==> src/spc_pkg.sv <==
// constants, field layouts and carrier types for the serial port
// control and status block; assumes a 32-bit avalon-mm register bus
package spc_pkg;

  // -----------------------------------------------------------------
  // register map (byte addresses)
  // -----------------------------------------------------------------
  localparam int unsigned SPC_ADDR_W = 5;
  localparam int unsigned SPC_DATA_W = 32;
  localparam logic [4:0]  SPC_OFS_ENABLE  = 5'h00;
  localparam logic [4:0]  SPC_OFS_CONTROL = 5'h04;
  localparam logic [4:0]  SPC_OFS_STATUS  = 5'h08;
  localparam logic [4:0]  SPC_OFS_TXDATA  = 5'h0C;
  localparam logic [4:0]  SPC_OFS_RXDATA  = 5'h10;

  // -----------------------------------------------------------------
  // field positions and reset values
  // -----------------------------------------------------------------
  localparam int unsigned SPC_EN_BIT      = 0;
  localparam int unsigned SPC_SOFT_RST_BIT = 4;
  localparam int unsigned SPC_STS_TXE_BIT = 0;
  localparam int unsigned SPC_STS_RXF_BIT = 1;
  localparam int unsigned SPC_STS_ACT_BIT = 2;
  localparam logic [6:0]  SPC_CTRL_RESET  = 7'h02;
  localparam logic [7:0]  SPC_BYTE_RESET  = 8'h00;
  localparam logic [1:0]  SPC_SEL_FULL    = 2'h0;
  localparam logic [1:0]  SPC_SEL_HALF    = 2'h1;
  localparam int unsigned SPC_DUAL_BIT    = 1;

  // -----------------------------------------------------------------
  // timing
  // -----------------------------------------------------------------
  localparam int unsigned SPC_CLK_PERIOD_NS  = 50;
  localparam int unsigned SPC_SCLK_PERIOD_NS = 400;
  localparam int unsigned SPC_BYTE_BITS      = 8;
  // half serial clock period in system clocks, rounded up
  localparam int unsigned SPC_SCLK_HALF_CYC  =
    (SPC_SCLK_PERIOD_NS + 2 * SPC_CLK_PERIOD_NS - 1) /
    (2 * SPC_CLK_PERIOD_NS);

  // -----------------------------------------------------------------
  // types
  // -----------------------------------------------------------------
  typedef enum logic {SPC_SH_IDLE, SPC_SH_RUN} spc_shift_e;

  typedef struct packed {
    logic       cs_on;
    logic       auto_read;
    logic       soft_rst;
    logic [1:0] input_pin_choice;
    logic       out_pin_drive_dir;
    logic       low_bit_first;
  } spc_ctrl_s;

  typedef struct packed {
    logic sclk;
    logic cs_n;
    logic serial_out_pin;
    logic out_pin_dir_signal;
  } spc_link_s;

endpackage

==> src/spc_serial_ctrl.sv <==
// serial port master: control and status registers, shifter, pins
// assumes an avalon-mm master on clock_i and a slave on the link pins
//
// Overview of operation
// - control bit 6 set drives select low
// - auto-read: rx read clears both flags
// - no auto-read: rx read clears rx-full only
// - soft reset self-clears; writing zero does nothing
// - soft reset returns whole interface to reset
// - input select chooses sampled input pins when the direction bit is zero
// - half/dual: direction bit sets pin direction
// - direction change applied only between bytes
// - control bit 0 selects lsb-first order
// - rx-full set on full byte, read clears
// - rx-full drives receive interrupt request
// - tx-empty resets one, tx write clears
// - tx-empty drives transmit interrupt request
// - direction bit resets to one (output)
// - disabled: clocks stop, clock and data-out held low
// - tx write starts transfer; pending byte follows
// - eight clock pulses complete byte, rx-full sets
//
// Register access over Avalon-MM was chosen for this implementation.
`timescale 1ns/10ps
module spc_serial_ctrl #(
  parameter int unsigned SCLK_HALF = spc_pkg::SPC_SCLK_HALF_CYC
) (
  input  wire logic                          clock_i,
  input  wire logic                          sys_rst_i,
  input  wire logic [spc_pkg::SPC_ADDR_W-1:0] avs_address_i,
  input  wire logic                          avs_read_i,
  input  wire logic                          avs_write_i,
  input  wire logic [spc_pkg::SPC_DATA_W-1:0] avs_writedata_i,
  input  wire logic [3:0]                    avs_byteenable_i,
  output logic      [spc_pkg::SPC_DATA_W-1:0] avs_readdata_o,
  output logic                               avs_waitrequest_o,
  input  wire logic                          serial_in_first_i,
  input  wire logic                          serial_in_second_i,
  output spc_pkg::spc_link_s                 link_o,
  output logic                               rx_irq_o,
  output logic                               tx_irq_o
);
  import spc_pkg::*;

  localparam int unsigned HCW = $clog2(SCLK_HALF + 1) + 1;
  localparam int unsigned BCW = $clog2(SPC_BYTE_BITS) + 1;

  // -----------------------------------------------------------------
  // elaboration checks
  // -----------------------------------------------------------------
  generate
    if (SCLK_HALF < 1) begin : g_bad_half
      $error("SCLK_HALF must be at least one cycle");
    end
  endgenerate

  // -----------------------------------------------------------------
  // decode helpers
  // -----------------------------------------------------------------
  // word hit: low address bits must be zero for an aligned access
  function automatic logic reg_hit(input logic [SPC_ADDR_W-1:0] addr,
                                   input logic [SPC_ADDR_W-1:0] ofs);
    reg_hit = (addr == ofs);
  endfunction

  // choose the receive bit from the synchronised inputs
  function automatic logic pick_bit(input logic [1:0] sel,
                                    input logic       dir_out,
                                    input logic       odd_bit,
                                    input logic [1:0] pins);
    logic b;
    b = pins[0];
    if (!dir_out) begin
      if (sel[SPC_DUAL_BIT]) begin
        b = odd_bit ? pins[1] : pins[0];
      end else if (sel == SPC_SEL_HALF) begin
        b = pins[1];
      end else begin
        b = pins[0];
      end
    end
    pick_bit = b;
  endfunction

  // -----------------------------------------------------------------
  // declarations
  // -----------------------------------------------------------------
  logic                  wreq_ff;
  logic [SPC_DATA_W-1:0] rdata_ff;
  logic                  enable_ff;
  spc_ctrl_s             ctrl_ff;
  logic [7:0]            tx_hold_ff;
  logic                  pending_ff;
  logic                  tx_empty_ff;
  logic [7:0]            rx_data_ff;
  logic                  rx_full_ff;
  spc_shift_e            state_ff;
  logic [HCW-1:0]        half_cnt_ff;
  logic [BCW-1:0]        bit_cnt_ff;
  logic [7:0]            tx_sh_ff;
  logic [7:0]            rx_sh_ff;
  logic                  order_ff;
  logic [1:0]            sel_ff;
  logic                  dir_ff;
  logic                  sclk_ff;
  logic                  sdout_ff;
  logic                  cs_n_ff;
  logic [1:0]            sync1_ff;
  logic [1:0]            sync2_ff;
  logic                  acc_wr;
  logic                  acc_rd;
  logic                  blk_rst;
  logic                  load;
  logic                  half_tick;
  logic                  byte_done;
  logic                  in_bit;
  logic [SPC_DATA_W-1:0] nxt_rdata;

  // -----------------------------------------------------------------
  // avalon slave: one wait state on every access
  // -----------------------------------------------------------------
  // the access takes effect in the cycle waitrequest is low
  assign acc_wr = avs_write_i & ~wreq_ff & avs_byteenable_i[0];
  assign acc_rd = avs_read_i & ~wreq_ff;

  // soft reset acts in the accepting cycle and never reads back set
  assign blk_rst = sys_rst_i |
                   (acc_wr & reg_hit(avs_address_i, SPC_OFS_CONTROL) &
                    avs_writedata_i[SPC_SOFT_RST_BIT]);

  // read mux; unmapped offsets and reserved bits read zero
  always_comb begin
    nxt_rdata = '0;
    if (reg_hit(avs_address_i, SPC_OFS_ENABLE)) begin
      nxt_rdata[SPC_EN_BIT] = enable_ff;
    end else if (reg_hit(avs_address_i, SPC_OFS_CONTROL)) begin
      nxt_rdata[6:0] = ctrl_ff;
    end else if (reg_hit(avs_address_i, SPC_OFS_STATUS)) begin
      nxt_rdata[SPC_STS_TXE_BIT] = tx_empty_ff;
      nxt_rdata[SPC_STS_RXF_BIT] = rx_full_ff;
      nxt_rdata[SPC_STS_ACT_BIT] = (state_ff == SPC_SH_RUN);
    end else if (reg_hit(avs_address_i, SPC_OFS_TXDATA)) begin
      nxt_rdata[7:0] = tx_hold_ff;
    end else if (reg_hit(avs_address_i, SPC_OFS_RXDATA)) begin
      nxt_rdata[7:0] = rx_data_ff;
    end
  end

  // handshake: data captured one edge ahead of the accepting edge
  always_ff @(posedge clock_i) begin
    if (sys_rst_i) begin
      wreq_ff  <= 1'b1;
      rdata_ff <= '0;
    end else if ((avs_read_i | avs_write_i) & wreq_ff) begin
      wreq_ff  <= 1'b0;
      rdata_ff <= nxt_rdata;
    end else begin
      wreq_ff  <= 1'b1;
    end
  end

  // -----------------------------------------------------------------
  // software registers
  // -----------------------------------------------------------------
  // block enable
  always_ff @(posedge clock_i) begin
    if (blk_rst) begin
      enable_ff <= 1'b0;
    end else if (acc_wr & reg_hit(avs_address_i, SPC_OFS_ENABLE)) begin
      enable_ff <= avs_writedata_i[SPC_EN_BIT];
    end
  end

  // control; the soft reset field is never stored
  always_ff @(posedge clock_i) begin
    if (blk_rst) begin
      ctrl_ff <= SPC_CTRL_RESET;
    end else if (acc_wr & reg_hit(avs_address_i, SPC_OFS_CONTROL)) begin
      ctrl_ff          <= avs_writedata_i[6:0];
      ctrl_ff.soft_rst <= 1'b0;
    end
  end

  // transmit holding byte and its empty flag
  // a load in the same cycle as a clear wins, so no edge is lost
  always_ff @(posedge clock_i) begin
    if (blk_rst) begin
      tx_hold_ff  <= SPC_BYTE_RESET;
      pending_ff  <= 1'b0;
      tx_empty_ff <= 1'b1;
    end else begin
      if (acc_wr & reg_hit(avs_address_i, SPC_OFS_TXDATA)) begin
        tx_hold_ff <= avs_writedata_i[7:0];
        pending_ff <= 1'b1;
      end else if (load) begin
        pending_ff <= 1'b0;
      end
      if (load) begin
        tx_empty_ff <= 1'b1;
      end else if (acc_wr & reg_hit(avs_address_i, SPC_OFS_TXDATA)) begin
        tx_empty_ff <= 1'b0;
      end else if (acc_rd & ctrl_ff.auto_read &
                   reg_hit(avs_address_i, SPC_OFS_RXDATA)) begin
        tx_empty_ff <= 1'b0;
      end
    end
  end

  // receive byte and its full flag; set beats a clearing read
  always_ff @(posedge clock_i) begin
    if (blk_rst) begin
      rx_data_ff <= SPC_BYTE_RESET;
      rx_full_ff <= 1'b0;
    end else if (byte_done) begin
      rx_data_ff <= rx_sh_ff;
      rx_full_ff <= 1'b1;
    end else if (acc_rd & reg_hit(avs_address_i, SPC_OFS_RXDATA)) begin
      rx_full_ff <= 1'b0;
    end
  end

  // -----------------------------------------------------------------
  // input synchronisers
  // -----------------------------------------------------------------
  // pins are asynchronous to clock_i; two stages before any use
  always_ff @(posedge clock_i) begin
    if (blk_rst) begin
      sync1_ff <= 2'h0;
      sync2_ff <= 2'h0;
    end else begin
      sync1_ff <= {serial_in_second_i, serial_in_first_i};
      sync2_ff <= sync1_ff;
    end
  end

  assign in_bit = pick_bit(sel_ff, dir_ff, bit_cnt_ff[0],
                           sync2_ff);

  // -----------------------------------------------------------------
  // shifter
  // -----------------------------------------------------------------
  // a new byte starts only from idle, so the previous one is whole
  assign load      = (state_ff == SPC_SH_IDLE) & pending_ff &
                     enable_ff;
  assign half_tick = (half_cnt_ff == HCW'(SCLK_HALF - 1));
  assign byte_done = (state_ff == SPC_SH_RUN) & enable_ff & half_tick &
                     sclk_ff & (bit_cnt_ff == BCW'(SPC_BYTE_BITS));

  // state, counters, serial clock and data-out
  // mode 0: data changes on the falling edge, sampled on the rising
  always_ff @(posedge clock_i) begin
    if (blk_rst) begin
      state_ff    <= SPC_SH_IDLE;
      half_cnt_ff <= '0;
      bit_cnt_ff  <= '0;
      tx_sh_ff    <= SPC_BYTE_RESET;
      rx_sh_ff    <= SPC_BYTE_RESET;
      order_ff    <= 1'b0;
      sclk_ff     <= 1'b0;
      sdout_ff    <= 1'b0;
    end else if (!enable_ff) begin
      // disabled: a byte in flight is dropped, outputs go quiet
      state_ff    <= SPC_SH_IDLE;
      half_cnt_ff <= '0;
      sclk_ff     <= 1'b0;
      sdout_ff    <= 1'b0;
    end else begin
      case (state_ff)
        SPC_SH_IDLE: begin
          if (load) begin
            state_ff    <= SPC_SH_RUN;
            tx_sh_ff    <= tx_hold_ff;
            order_ff    <= ctrl_ff.low_bit_first;
            sdout_ff    <= ctrl_ff.low_bit_first ? tx_hold_ff[0] :
                                                   tx_hold_ff[7];
            half_cnt_ff <= '0;
            bit_cnt_ff  <= '0;
            sclk_ff     <= 1'b0;
          end
        end
        SPC_SH_RUN: begin
          if (!half_tick) begin
            half_cnt_ff <= half_cnt_ff + HCW'(1);
          end else begin
            half_cnt_ff <= '0;
            if (!sclk_ff) begin
              // rising edge: sample the selected input
              sclk_ff    <= 1'b1;
              bit_cnt_ff <= bit_cnt_ff + BCW'(1);
              rx_sh_ff   <= order_ff ? {in_bit, rx_sh_ff[7:1]} :
                                       {rx_sh_ff[6:0], in_bit};
            end else begin
              sclk_ff <= 1'b0;
              if (bit_cnt_ff == BCW'(SPC_BYTE_BITS)) begin
                state_ff <= SPC_SH_IDLE;
              end else begin
                // falling edge: present the next bit
                tx_sh_ff <= order_ff ? {1'b0, tx_sh_ff[7:1]} :
                                       {tx_sh_ff[6:0], 1'b0};
                sdout_ff <= order_ff ? tx_sh_ff[1] : tx_sh_ff[6];
              end
            end
          end
        end
        default: begin
          state_ff <= SPC_SH_IDLE;
        end
      endcase
    end
  end

  // -----------------------------------------------------------------
  // data-out direction
  // -----------------------------------------------------------------
  // only tracked while idle so a byte never sees the buffer turn
  // full duplex keeps the pin an output whatever the control bit says
  always_ff @(posedge clock_i) begin
    if (blk_rst) begin
      dir_ff <= 1'b1;
      sel_ff <= SPC_SEL_FULL;
    end else if (state_ff == SPC_SH_IDLE) begin
      sel_ff <= ctrl_ff.input_pin_choice;
      dir_ff <= (ctrl_ff.input_pin_choice == SPC_SEL_FULL) |
                ctrl_ff.out_pin_drive_dir;
    end
  end

  // chip select follows control bit 6 one cycle later
  always_ff @(posedge clock_i) begin
    if (blk_rst) begin
      cs_n_ff <= 1'b1;
    end else begin
      cs_n_ff <= ~ctrl_ff.cs_on;
    end
  end

  // -----------------------------------------------------------------
  // outputs, all straight from flops
  // -----------------------------------------------------------------
  assign avs_readdata_o             = rdata_ff;
  assign avs_waitrequest_o          = wreq_ff;
  assign link_o.sclk                = sclk_ff;
  assign link_o.cs_n                = cs_n_ff;
  assign link_o.serial_out_pin      = sdout_ff;
  assign link_o.out_pin_dir_signal  = dir_ff;
  assign rx_irq_o                   = rx_full_ff;
  assign tx_irq_o                   = tx_empty_ff;

endmodule

==> config.mk <==
export PLATFORM = sky130hd
export DESIGN_NAME = spc_serial_ctrl
export DESIGN_NICKNAME = d
export VERILOG_FILES = /design/src/spc_pkg.sv /design/src/spc_serial_ctrl.sv
export SDC_FILE = /design/constraint.sdc
export NUM_CORES = 1
export LEC_CHECK = 0
export ABC_AREA = 1
export CORE_MARGIN = 1
export CORE_UTILIZATION = 59
export CTS_BUF_LIST = sky130_fd_sc_hd__clkbuf_4 sky130_fd_sc_hd__clkbuf_8
export DETAILED_ROUTE_END_ITERATION = 8
export DONT_BUFFER_PORTS = 1
export HOLD_SLACK_MARGIN = 0.15
export PLACE_DENSITY = 0.88
export SLEW_MARGIN = 20
export SYNTH_ARGS = -nofsm -noshare
export SYNTH_HDL_FRONTEND = slang
export SYNTH_SLANG_ARGS = --single-unit
==> constraint.sdc <==
create_clock -name clock_i -period 1.7 [get_ports clock_i]
set_clock_uncertainty 0.1 [all_clocks]
set_input_delay 0.425 -clock clock_i [delete_from_list [all_inputs] [get_ports clock_i]]
set_output_delay 0.425 -clock clock_i [all_outputs]
set_load 0.03 [all_outputs]
==> results.sh, run 1 <==
export IMPL_status="finished clean"
export IMPL_synth_area_top_cells="dfxtp_1 (41%), nand2_1 (14%), a21oi_1 (7.9%)"
export IMPL_track_usage_pct=28.3
export IMPL_totalPowerFinal_mw=3.38
export IMPL_grt_pass1_vias=2949
export IMPL_fill_cells=435
export IMPL_post_drt_via_cell_ratio=5.49
export IMPL_fp_dieH_um=78.7
export IMPL_htree_levels=3
export IMPL_synth_top_cells_by_count="nand2_1 (130), dfxtp_1 (71), a21oi_1 (55)"
export IMPL_wl_per_cell_um=14.3
export IMPL_synth_top_area_share_pct=40.9
export IMPL_startpoint_type="flip-flop"
export IMPL_cts_tree="done"
export IMPL_start_util_pct=62.3
export IMPL_path_max_fanout=5
export IMPL_diodes=0
export IMPL_chipWidth_um=78.7
export IMPL_die_area_mm2=0.00620
export IMPL_placed_cells=565
export IMPL_ys_seq_elements=71
export IMPL_fmax_mhz=599
export IMPL_cap_violations=0
export IMPL_num_rows=27
export IMPL_ant_nets=0
export IMPL_cts_max_path_buffers=2
export IMPL_antenna_found_initial=0
export IMPL_clock_sinks=71
export IMPL_async_reset_ff_share_pct=0
export IMPL_cp_end_kind="flip-flop"
export IMPL_drive_gt1_share_pct=16.3
export IMPL_path_class="reg2reg"
export IMPL_tns_ps=0
export IMPL_yosys_warnings=0
export IMPL_numCtsBuffers=9
export IMPL_placed_area_mm2=0.00352
export IMPL_cpLargestDelayFamily="simple AND/OR/NAND/NOR gates"
export IMPL_syn_inst=491
export IMPL_synth_area_mm2=0.00347
export IMPL_postRouteWirelength_um=8540
export IMPL_finalNonFillerCells=598
export IMPL_design_area_mm2=0.00398
export IMPL_path_common_cell="nor2_2"
export IMPL_power_density_mw_per_mm2=848
export IMPL_crit_chain="inv_2, ha_4, nand3_4, nor2_2, nand2_2, nor2_4, clkinvlp_4, nor2_2, nor3_2"
export IMPL_gr_total_overflow=0
export IMPL_drv_slew=0
export IMPL_min_path_type="in2reg"
export IMPL_synth_avg_cell_area_um2=7.07
export IMPL_arrival_ps=1820
export IMPL_dpl_hpwl_um=5810
export IMPL_yosysSeqAreaShare_pct=40.9
export IMPL_final_hold_viol_count=0
export IMPL_cp_required_ps=1850
export IMPL_max_stage_delay_ps=340
export IMPL_firstDrtPassIters=5
export IMPL_p_leak_nw=1.54
export IMPL_rsz0062_at_grt="yes"
export IMPL_drc_errors=0
export IMPL_synth_edf_count=0
export IMPL_critPathSlowestCell="dfxtp_2"
export IMPL_io_buffers=0
export IMPL_root_buffer="clkbuf_8"
export IMPL_ir_drop_uv=828
export IMPL_setup_viol=0
export IMPL_synth_main_ff_cell="dfxtp_1"
export IMPL_setup_ws_ps=29.2
export IMPL_clk_pin_slew_worst_paths_ps=80
export IMPL_clock_latency_ps=350
export IMPL_io_pins=86
export IMPL_vias=3281
export IMPL_final_net_count=571
export IMPL_grt_max_degree=33
export IMPL_yosysMostFrequentCell="nand2_1"
export IMPL_areaGrowthSynthToFinish_pct=14.7
export IMPL_synth_cell_types=32
export IMPL_finalCritPeriodShare_pct=98.3
export IMPL_crit_buf_inv=2
export IMPL_layout_min_cycle_time_ps=1670
export IMPL_core_area_mm2=0.00557
export IMPL_synth_largest_area_cell="dfxtp_1"
export IMPL_place_congestion=0.929
export IMPL_drt_initial_drc_count=261
export IMPL_grt_pass1_wl_um=13500
export IMPL_post_place_ws_ps=28.9
cells in the final DEF (no fill, tap or decap), types with 2 or more instances in the layout:
cell type	count
conb_1	24
ha_4	2
o211ai_1	6
buf_4	25
inv_1	36
a21oi_1	55
clkbuf_8	9
or2_2	2
nor2_2	9
nor3_1	7
dfxtp_1	67
o22ai_1	4
nand2_2	4
nand4_1	8
o21ai_0	21
nor3_2	2
nor2_4	3
nor2_1	41
nand2_1	129
inv_2	8
nand3_1	23
bufinv_16	2
nand3_2	3
xor2_1	3
dlygate4sd3_1	11
dfxtp_2	3
clkinvlp_4	5
state kept, by name, summed over array words and instances, names as in the netlist, 2 cells and up:
signal          cells
tx_hold_ff          8
sync1_ff            2
ctrl_ff             6
rx_data_ff          8
tx_sh_ff            8
avs_readdata_o      8
rx_sh_ff            8
sync2_ff            2
half_cnt_ff         4
bit_cnt_ff          4
sel_ff              2
worst register-to-register path, stage by stage, from the launching register on:
cell        delay (ps)
dfxtp_2            340
inv_2               80
ha_4               140
nand3_4             70
nor2_2             120
nand2_2             80
nor2_4             210
clkinvlp_4         210
nor2_2             170
nor3_2              60
metal layers:
| layer | global-route usage (%) | vias to the layer above | routed length, µm |
|---|---|---|---|
| li1 | - | 1596 | - |
| met3 | 7.82 | 22 | 450 |
| met2 | 48.3 | 113 | 4260 |
| met4 | 10.4 | 0 | 218 |
| met5 | 0 | - | 0 |
| met1 | 33.6 | 1550 | 3600 |
metrics by stage:
| step | utilization, % | hold WS [ps] |
|---|---|---|
| 6_report | 71.4 | 198 |
| 5_1_grt | 71.4 | 184 |
| 4_1_cts | 69.1 | 181 |
| 3_5_place_dp | 63.2 | 300 |
| 3_3_place_gp | 63.2 | 299 |
| 2_1_floorplan | - | 279 |
cells by family after synthesis:
kind of cell / after synthesis / share of synthesized area (%)
simple gates: 234 / 29.4
compound gates: 90 / 13.9
buf+inv: 88 / 13.6
flops: 71 / 40.9
xor+xnor: 4 / 1.01
fa+ha+maj: 3 / 1.08
other cells: 1 / 0.108
what timing repair did:
action	in CTS	in global routing
endpoints found under the setup margin	0	29
gates resized for setup	0	27
hold buffers	11	0
hold endpoints to repair	26	0
buffers inserted	0	5
final cells by class:
type / instances / area, µm² / share of cell area (%)
multi-input combinational: 355 / 1730 / 43.5
sequential: 71 / 1430 / 35.9
timing repair buffer: 38 / 329 / 8.26
inverter: 45 / 173 / 4.34
clock buffer: 9 / 124 / 3.11
clock inverter: 7 / 96.3 / 2.42
tap: 72 / 90.1 / 2.26
timing repair inverter: 1 / 7.51 / 0.189
where the power goes:
part           switching (mW)  total [mW]  internal, mW
clock                   0.670        1.50         0.827
combinational           0.157       0.206        0.0493
sequential            0.00643        1.67          1.67
final timing paths:
path	start	depth (start not counted)	to	slack (ps)
min reg2reg	sync1_ff[1]$_SDFF_PP0_	2	sync2_ff[1]$_SDFF_PP0_	320
min	avs_writedata_i[4]	3	rx_sh_ff[7]$_SDFFE_PP0P_	200
max	bit_cnt_ff[1]$_SDFFE_PP0P_	9	rx_data_ff[3]$_SDFFE_PP0P_	30
max reg2reg	bit_cnt_ff[1]$_SDFFE_PP0P_	9	rx_data_ff[3]$_SDFFE_PP0P_	30
Power figures use the tool's default switching activity.
==> run 2: changes to the inputs <==
CORE_UTILIZATION = 60   (was 59)
PLACE_DENSITY = 0.86   (was 0.88)
clock period = 1.63 ns   (was 1.7 ns; I/O delays follow)
==> run 2 against run 1 <==
Compared with the run above: combinational power is 6% higher; clock-buffer cell count rose by 1; core utilization decreased by 0.78 points; flip-flop and latch count stayed put; critical path type unchanged; largest power group unchanged.
==> results.sh, run 2 (same netlist as run 1, synthesis figures left out) <==
export IMPL_wl_per_cell_um=13.7
export IMPL_firstDrtPassIters=5
export IMPL_fmax_mhz=634
export IMPL_min_path_type="in2reg"
export IMPL_final_hold_viol_count=0
export IMPL_antenna_found_initial=0
export IMPL_drive_gt1_share_pct=14.1
export IMPL_clk_pin_slew_worst_paths_ps=70
export IMPL_worstHoldPathCells=3
export IMPL_finalCritPeriodShare_pct=96.7
export IMPL_path_class="reg2reg"
export IMPL_root_buffer="clkbuf_8"
export IMPL_final_net_count=570
export IMPL_crit_chain="ha_4, nand2_1, nor2_1, nand3_1, inv_1, nor2_1, a211oi_1"
export IMPL_min_to="rx_sh_ff[7]$_SDFFE_PP0P_"
export IMPL_critPathSlowestCell="dfxtp_1"
export IMPL_design_area_mm2=0.00392
export IMPL_path_max_fanout=8
export IMPL_min_from="avs_writedata_i[4]"
export IMPL_multiInputGateArea_mm2=0.00171
export IMPL_final_common_cell="nand2_1"
export IMPL_placed_area_mm2=0.00355
export IMPL_clock_sinks=71
export IMPL_arrival_ps=1740
export IMPL_grt_pass1_vias=2853
export IMPL_fp_dieH_um=78.1
export IMPL_cp_end_kind="flip-flop"
export IMPL_numCtsBuffers=9
export IMPL_io_pins=86
export IMPL_postRouteWirelength_um=8190
export IMPL_ant_nets=0
export IMPL_layout_min_cycle_time_ps=1580
export IMPL_chipWidth_um=78.1
export IMPL_cap_violations=0
export IMPL_r2r_end="bit_cnt_ff[0]$_SDFFE_PP0P_"
export IMPL_startpoint_type="flip-flop"
export IMPL_tns_ps=0
export IMPL_clock_latency_ps=350
export IMPL_num_rows=27
export IMPL_areaGrowthSynthToFinish_pct=12.8
export IMPL_core_area_mm2=0.00554
export IMPL_gr_total_overflow=0
export IMPL_diodes=0
export IMPL_htree_levels=3
export IMPL_r2r_setup_slack_ps=50
export IMPL_setup_viol=0
export IMPL_layout_common_cells="nand2_1 (129), dfxtp_1 (70), a21oi_1 (55)"
export IMPL_grt_max_degree=20
export IMPL_fill_cells=468
export IMPL_cts_tree="done"
export IMPL_ir_drop_uv=617
export IMPL_max_stage_delay_ps=390
export IMPL_post_drt_via_cell_ratio=5.40
export IMPL_dpl_hpwl_um=5810
export IMPL_p_leak_nw=1.56
export IMPL_place_congestion=0.938
export IMPL_vias=3221
export IMPL_whs_ps=181
export IMPL_io_buffers=0
export IMPL_start_util_pct=62.7
export IMPL_drt_initial_drc_count=251
export IMPL_r2r_start="half_cnt_ff[1]$_SDFFE_PP0N_"
export IMPL_power_density_mw_per_mm2=858
export IMPL_r2r_cells=7
export IMPL_seq_area_mm2=0.00142
export IMPL_track_usage_pct=27.3
export IMPL_path_common_cell="nor2_1"
export IMPL_rsz0062_at_grt="yes"
export IMPL_status="finished clean"
export IMPL_drv_slew=0
export IMPL_cp_required_ps=1800
export IMPL_drc_errors=0
export IMPL_die_area_mm2=0.00609
export IMPL_cts_max_path_buffers=2
export IMPL_grt_pass1_wl_um=12900
export IMPL_totalPowerFinal_mw=3.36
[run 2: cell count changes in the layout (fill, tap and decap cells not counted), moves of 3 or more]
cell	change
dfxtp_1	+3
clkinvlp_4	-4
nor2_2	-7
nor2_1	+6
[run 2: cell type report]
class,instances,share of cell area (%)
Tap cell,72,2.30
Sequential cell,71,36.3
Timing Repair Buffer,38,8.15
Inverter,45,4.51
Clock buffer,10,3.36
Clock inverter,6,1.57
Multi-Input combinational cell,355,43.8
[run 2: stage by stage]
step	util, %	instances	setup WS (ps)
5_1_grt	70.7	597	-29.5
4_1_cts	69.6	596	12.8
3_5_place_dp	64.0	569	17.8
3_3_place_gp	64.0	569	41.5
2_1_floorplan	-	514	1.43
6_report	70.7	597	53.9
[run 2: repair_timing]
| item | in CTS | in global routing |
|---|---|---|
| hold buffers | 11 | 0 |
| setup buffers | 0 | 1 |
| resized for setup | 2 | 14 |
| pin swaps | 0 | 7 |
| endpoints found under the setup margin | 4 | 42 |
| hold endpoints to repair | 26 | 0 |
[run 2: layer usage]
metal,up-vias,track usage [%],wire [µm]
met4,0,15.4,204
met1,1477,34.9,3590
met5,-,0,0
met3,23,5.70,515
li1,1589,-,-
met2,132,42.7,3880
[run 2: worst max-delay path by stage]
stage	slack (ps)	start	depth (start not counted)	end
2_1_floorplan	1	half_cnt_ff[0]$_SDFFE_PP0N_	8	rx_data_ff[0]$_SDFFE_PP0P_
3_3_place_gp	40	half_cnt_ff[0]$_SDFFE_PP0N_	8	rx_data_ff[1]$_SDFFE_PP0P_
3_5_place_dp	20	half_cnt_ff[1]$_SDFFE_PP0N_	7	tx_sh_ff[4]$_SDFFE_PP0P_
4_1_cts	10	half_cnt_ff[1]$_SDFFE_PP0N_	7	tx_sh_ff[4]$_SDFFE_PP0P_
5_1_grt	-30	bit_cnt_ff[1]$_SDFFE_PP0P_	9	rx_data_ff[5]$_SDFFE_PP0P_
6_report	50	half_cnt_ff[1]$_SDFFE_PP0N_	7	bit_cnt_ff[0]$_SDFFE_PP0P_
[run 2: critical path, delay by kind of cell (launching register included)]
family	cells	cell delay (ps)
AND/OR/NAND/NOR	4	380
adder cells (fa/ha/maj)	1	180
buffers and inverters	1	250
flip-flops	1	390
AO/OA/AOI/OAI	1	200
[run 2: power breakdown]
part / internal, mW / switching (mW) / total (mW)
Combinational: 0.0538 / 0.164 / 0.218
Clock: 0.718 / 0.674 / 1.39
Sequential: 1.74 / 0.00660 / 1.75
Total: 2.51 / 0.844 / 3.36
==> run 3: changes to the inputs <==
CORE_MARGIN = 4   (was 1)
==> run 3 against run 2 <==
Compared with the run above: sequential power about the same; sequential share of layout area down 0.078 points; worst setup slack better by 18 ps; die area up 16%; routed wire length up 3.2%; register-to-register slack better by 20 ps; critical endpoint is now sclk_ff$_SDFFE_PP0P_.
==> results.sh, run 3 (same netlist as run 1, synthesis figures left out) <==
export IMPL_status="finished clean"
export IMPL_cp_num_cells=7
export IMPL_p_comb_share_pct=7.0
export IMPL_critPathSlowestCell="dfxtp_2"
export IMPL_grt_max_degree=29
export IMPL_chipWidth_um=84.1
export IMPL_final_core_util_pct=70.6
export IMPL_max_stage_delay_ps=320
export IMPL_r2r_setup_slack_ps=70
export IMPL_finalCritPeriodShare_pct=95.6
export IMPL_cp_required_ps=1800
export IMPL_r2r_cells=7
export IMPL_io_buffers=0
export IMPL_final_common_cell="nand2_1"
export IMPL_place_congestion=0.927
export IMPL_cap_violations=0
export IMPL_areaGrowthSynthToFinish_pct=13.3
export IMPL_grt_pass1_vias=3011
export IMPL_clock_sinks=71
export IMPL_min_path_type="in2reg"
export IMPL_antenna_found_initial=0
export IMPL_die_area_mm2=0.00707
export IMPL_path_max_fanout=4
export IMPL_track_usage_pct=23.9
export IMPL_numCtsBuffers=9
export IMPL_firstDrtPassIters=7
export IMPL_path_class="reg2reg"
export IMPL_cts_tree="done"
export IMPL_finalNonFillerCells=598
export IMPL_r2r_end="sclk_ff$_SDFFE_PP0P_"
export IMPL_postRouteWirelength_um=8460
export IMPL_fp_dieH_um=84.1
export IMPL_drt_initial_drc_count=270
export IMPL_htree_levels=3
export IMPL_io_pins=86
export IMPL_p_switching_mw=0.760
export IMPL_cp_end_kind="flip-flop"
export IMPL_intPower_mw=2.45
export IMPL_start_util_pct=62.3
export IMPL_num_rows=27
export IMPL_clk_pin_slew_worst_paths_ps=60
export IMPL_cpLargestDelayFamily="simple AND/OR/NAND/NOR gates"
export IMPL_cts_max_path_buffers=2
export IMPL_grt_pass1_wl_um=13700
export IMPL_drive_gt1_share_pct=16.3
export IMPL_whs_ps=213
export IMPL_ir_drop_uv=565
export IMPL_crit_chain="ha_2, nand3_1, o21ai_2, buf_4, buf_4, or2_2, a21oi_1"
export IMPL_diodes=0
export IMPL_startpoint_type="flip-flop"
export IMPL_drc_errors=0
export IMPL_placed_cells=569
export IMPL_layout_min_cycle_time_ps=1560
export IMPL_gr_total_overflow=0
export IMPL_power_density_mw_per_mm2=817
export IMPL_final_hold_viol_count=0
export IMPL_post_drt_via_cell_ratio=5.34
export IMPL_r2r_start="half_cnt_ff[0]$_SDFFE_PP0N_"
export IMPL_root_buffer="clkbuf_8"
export IMPL_fmax_mhz=642
export IMPL_crit_buf_inv=2
export IMPL_wl_per_cell_um=14.1
export IMPL_p_leak_nw=1.55
export IMPL_final_net_count=572
export IMPL_dpl_hpwl_um=6130
export IMPL_setup_viol=0
export IMPL_startpoint="half_cnt_ff[0]$_SDFFE_PP0N_"
export IMPL_p_seq_share_pct=54.4
export IMPL_core_area_mm2=0.00557
export IMPL_setup_ws_ps=72.3
export IMPL_vias=3193
export IMPL_ant_nets=0
export IMPL_endpoint="sclk_ff$_SDFFE_PP0P_"
export IMPL_layout_common_cells="nand2_1 (127), dfxtp_1 (67), a21oi_1 (55)"
export IMPL_drv_slew=0
export IMPL_swShare_pct=23.7
export IMPL_path_common_cell="buf_4"
export IMPL_arrival_ps=1730
export IMPL_clock_latency_ps=340
export IMPL_post_place_ws_ps=10.2
export IMPL_pwr_share_clk_pct=38.6
export IMPL_totalPowerFinal_mw=3.21
## run 3: through the flow
stage                     area (µm²)  TNS, ps
after floorplan                 3570        0
after global placement          3560        0
after detailed placement        3560        0
after CTS                       3850        0
after global routing            3930     -185
final                           3930        0
## run 3: routing by layer
metal	vias to the layer above	global-route usage [%]	routed length [µm]
met5	-	0	0
met4	0	9.80	213
met3	21	5.82	647
met2	123	40.4	4080
met1	1459	28.8	3510
li1	1590	-	-
## run 3: layout make-up
| class | count | area [µm²] |
|---|---|---|
| Clock buffer | 14 | 168 |
| Clock inverter | 1 | 5.00 |
| Fill cell | 449 | 1640 |
| Inverter | 45 | 176 |
| Multi-Input combinational cell | 355 | 1720 |
| Sequential cell | 71 | 1430 |
| Tap cell | 72 | 90.1 |
| Timing Repair Buffer | 40 | 347 |
## run 3: tightest hold or removal path, stage by stage
cell and delay (ps):
nand2_2 60, o211ai_1 90, a21oi_1 40
## run 3: worst min path at each step
stage                                       start                  endpoint  slack [ps]  cells after the start
final                          avs_writedata_i[4]  rx_sh_ff[7]$_SDFFE_PP0P_         210                      3
after global routing           avs_writedata_i[4]  rx_sh_ff[7]$_SDFFE_PP0P_         230                      3
after global placement     sync1_ff[0]$_SDFF_PP0_    sync2_ff[0]$_SDFF_PP0_         300                      2
after floorplan           ctrl_ff[6]$_SDFFE_PP0P_        cs_n_ff$_SDFF_PP1_         280                      1
after detailed placement   sync1_ff[0]$_SDFF_PP0_    sync2_ff[0]$_SDFF_PP0_         300                      2
after CTS                      avs_writedata_i[4]  rx_sh_ff[7]$_SDFFE_PP0P_         200                      3
## run 3: repair_timing
item / in CTS / in global routing
setup endpoints to repair: 1 / 27
buffers inserted: 0 / 2
hold buffers: 12 / 0
gates cloned: 0 / 0
endpoints found under the hold margin: 26 / 0
resized for setup: 1 / 24
pin swaps: 0 / 6
## run 3: power groups by stage
stage	registers (mW)	logic (mW)	clock network, mW
final	1.75	0.224	1.24
after global routing	1.75	0.240	1.34
after CTS	1.75	0.220	1.27
after detailed placement	1.79	0.190	0
after global placement	1.79	0.187	0
after floorplan	1.79	0.207	0
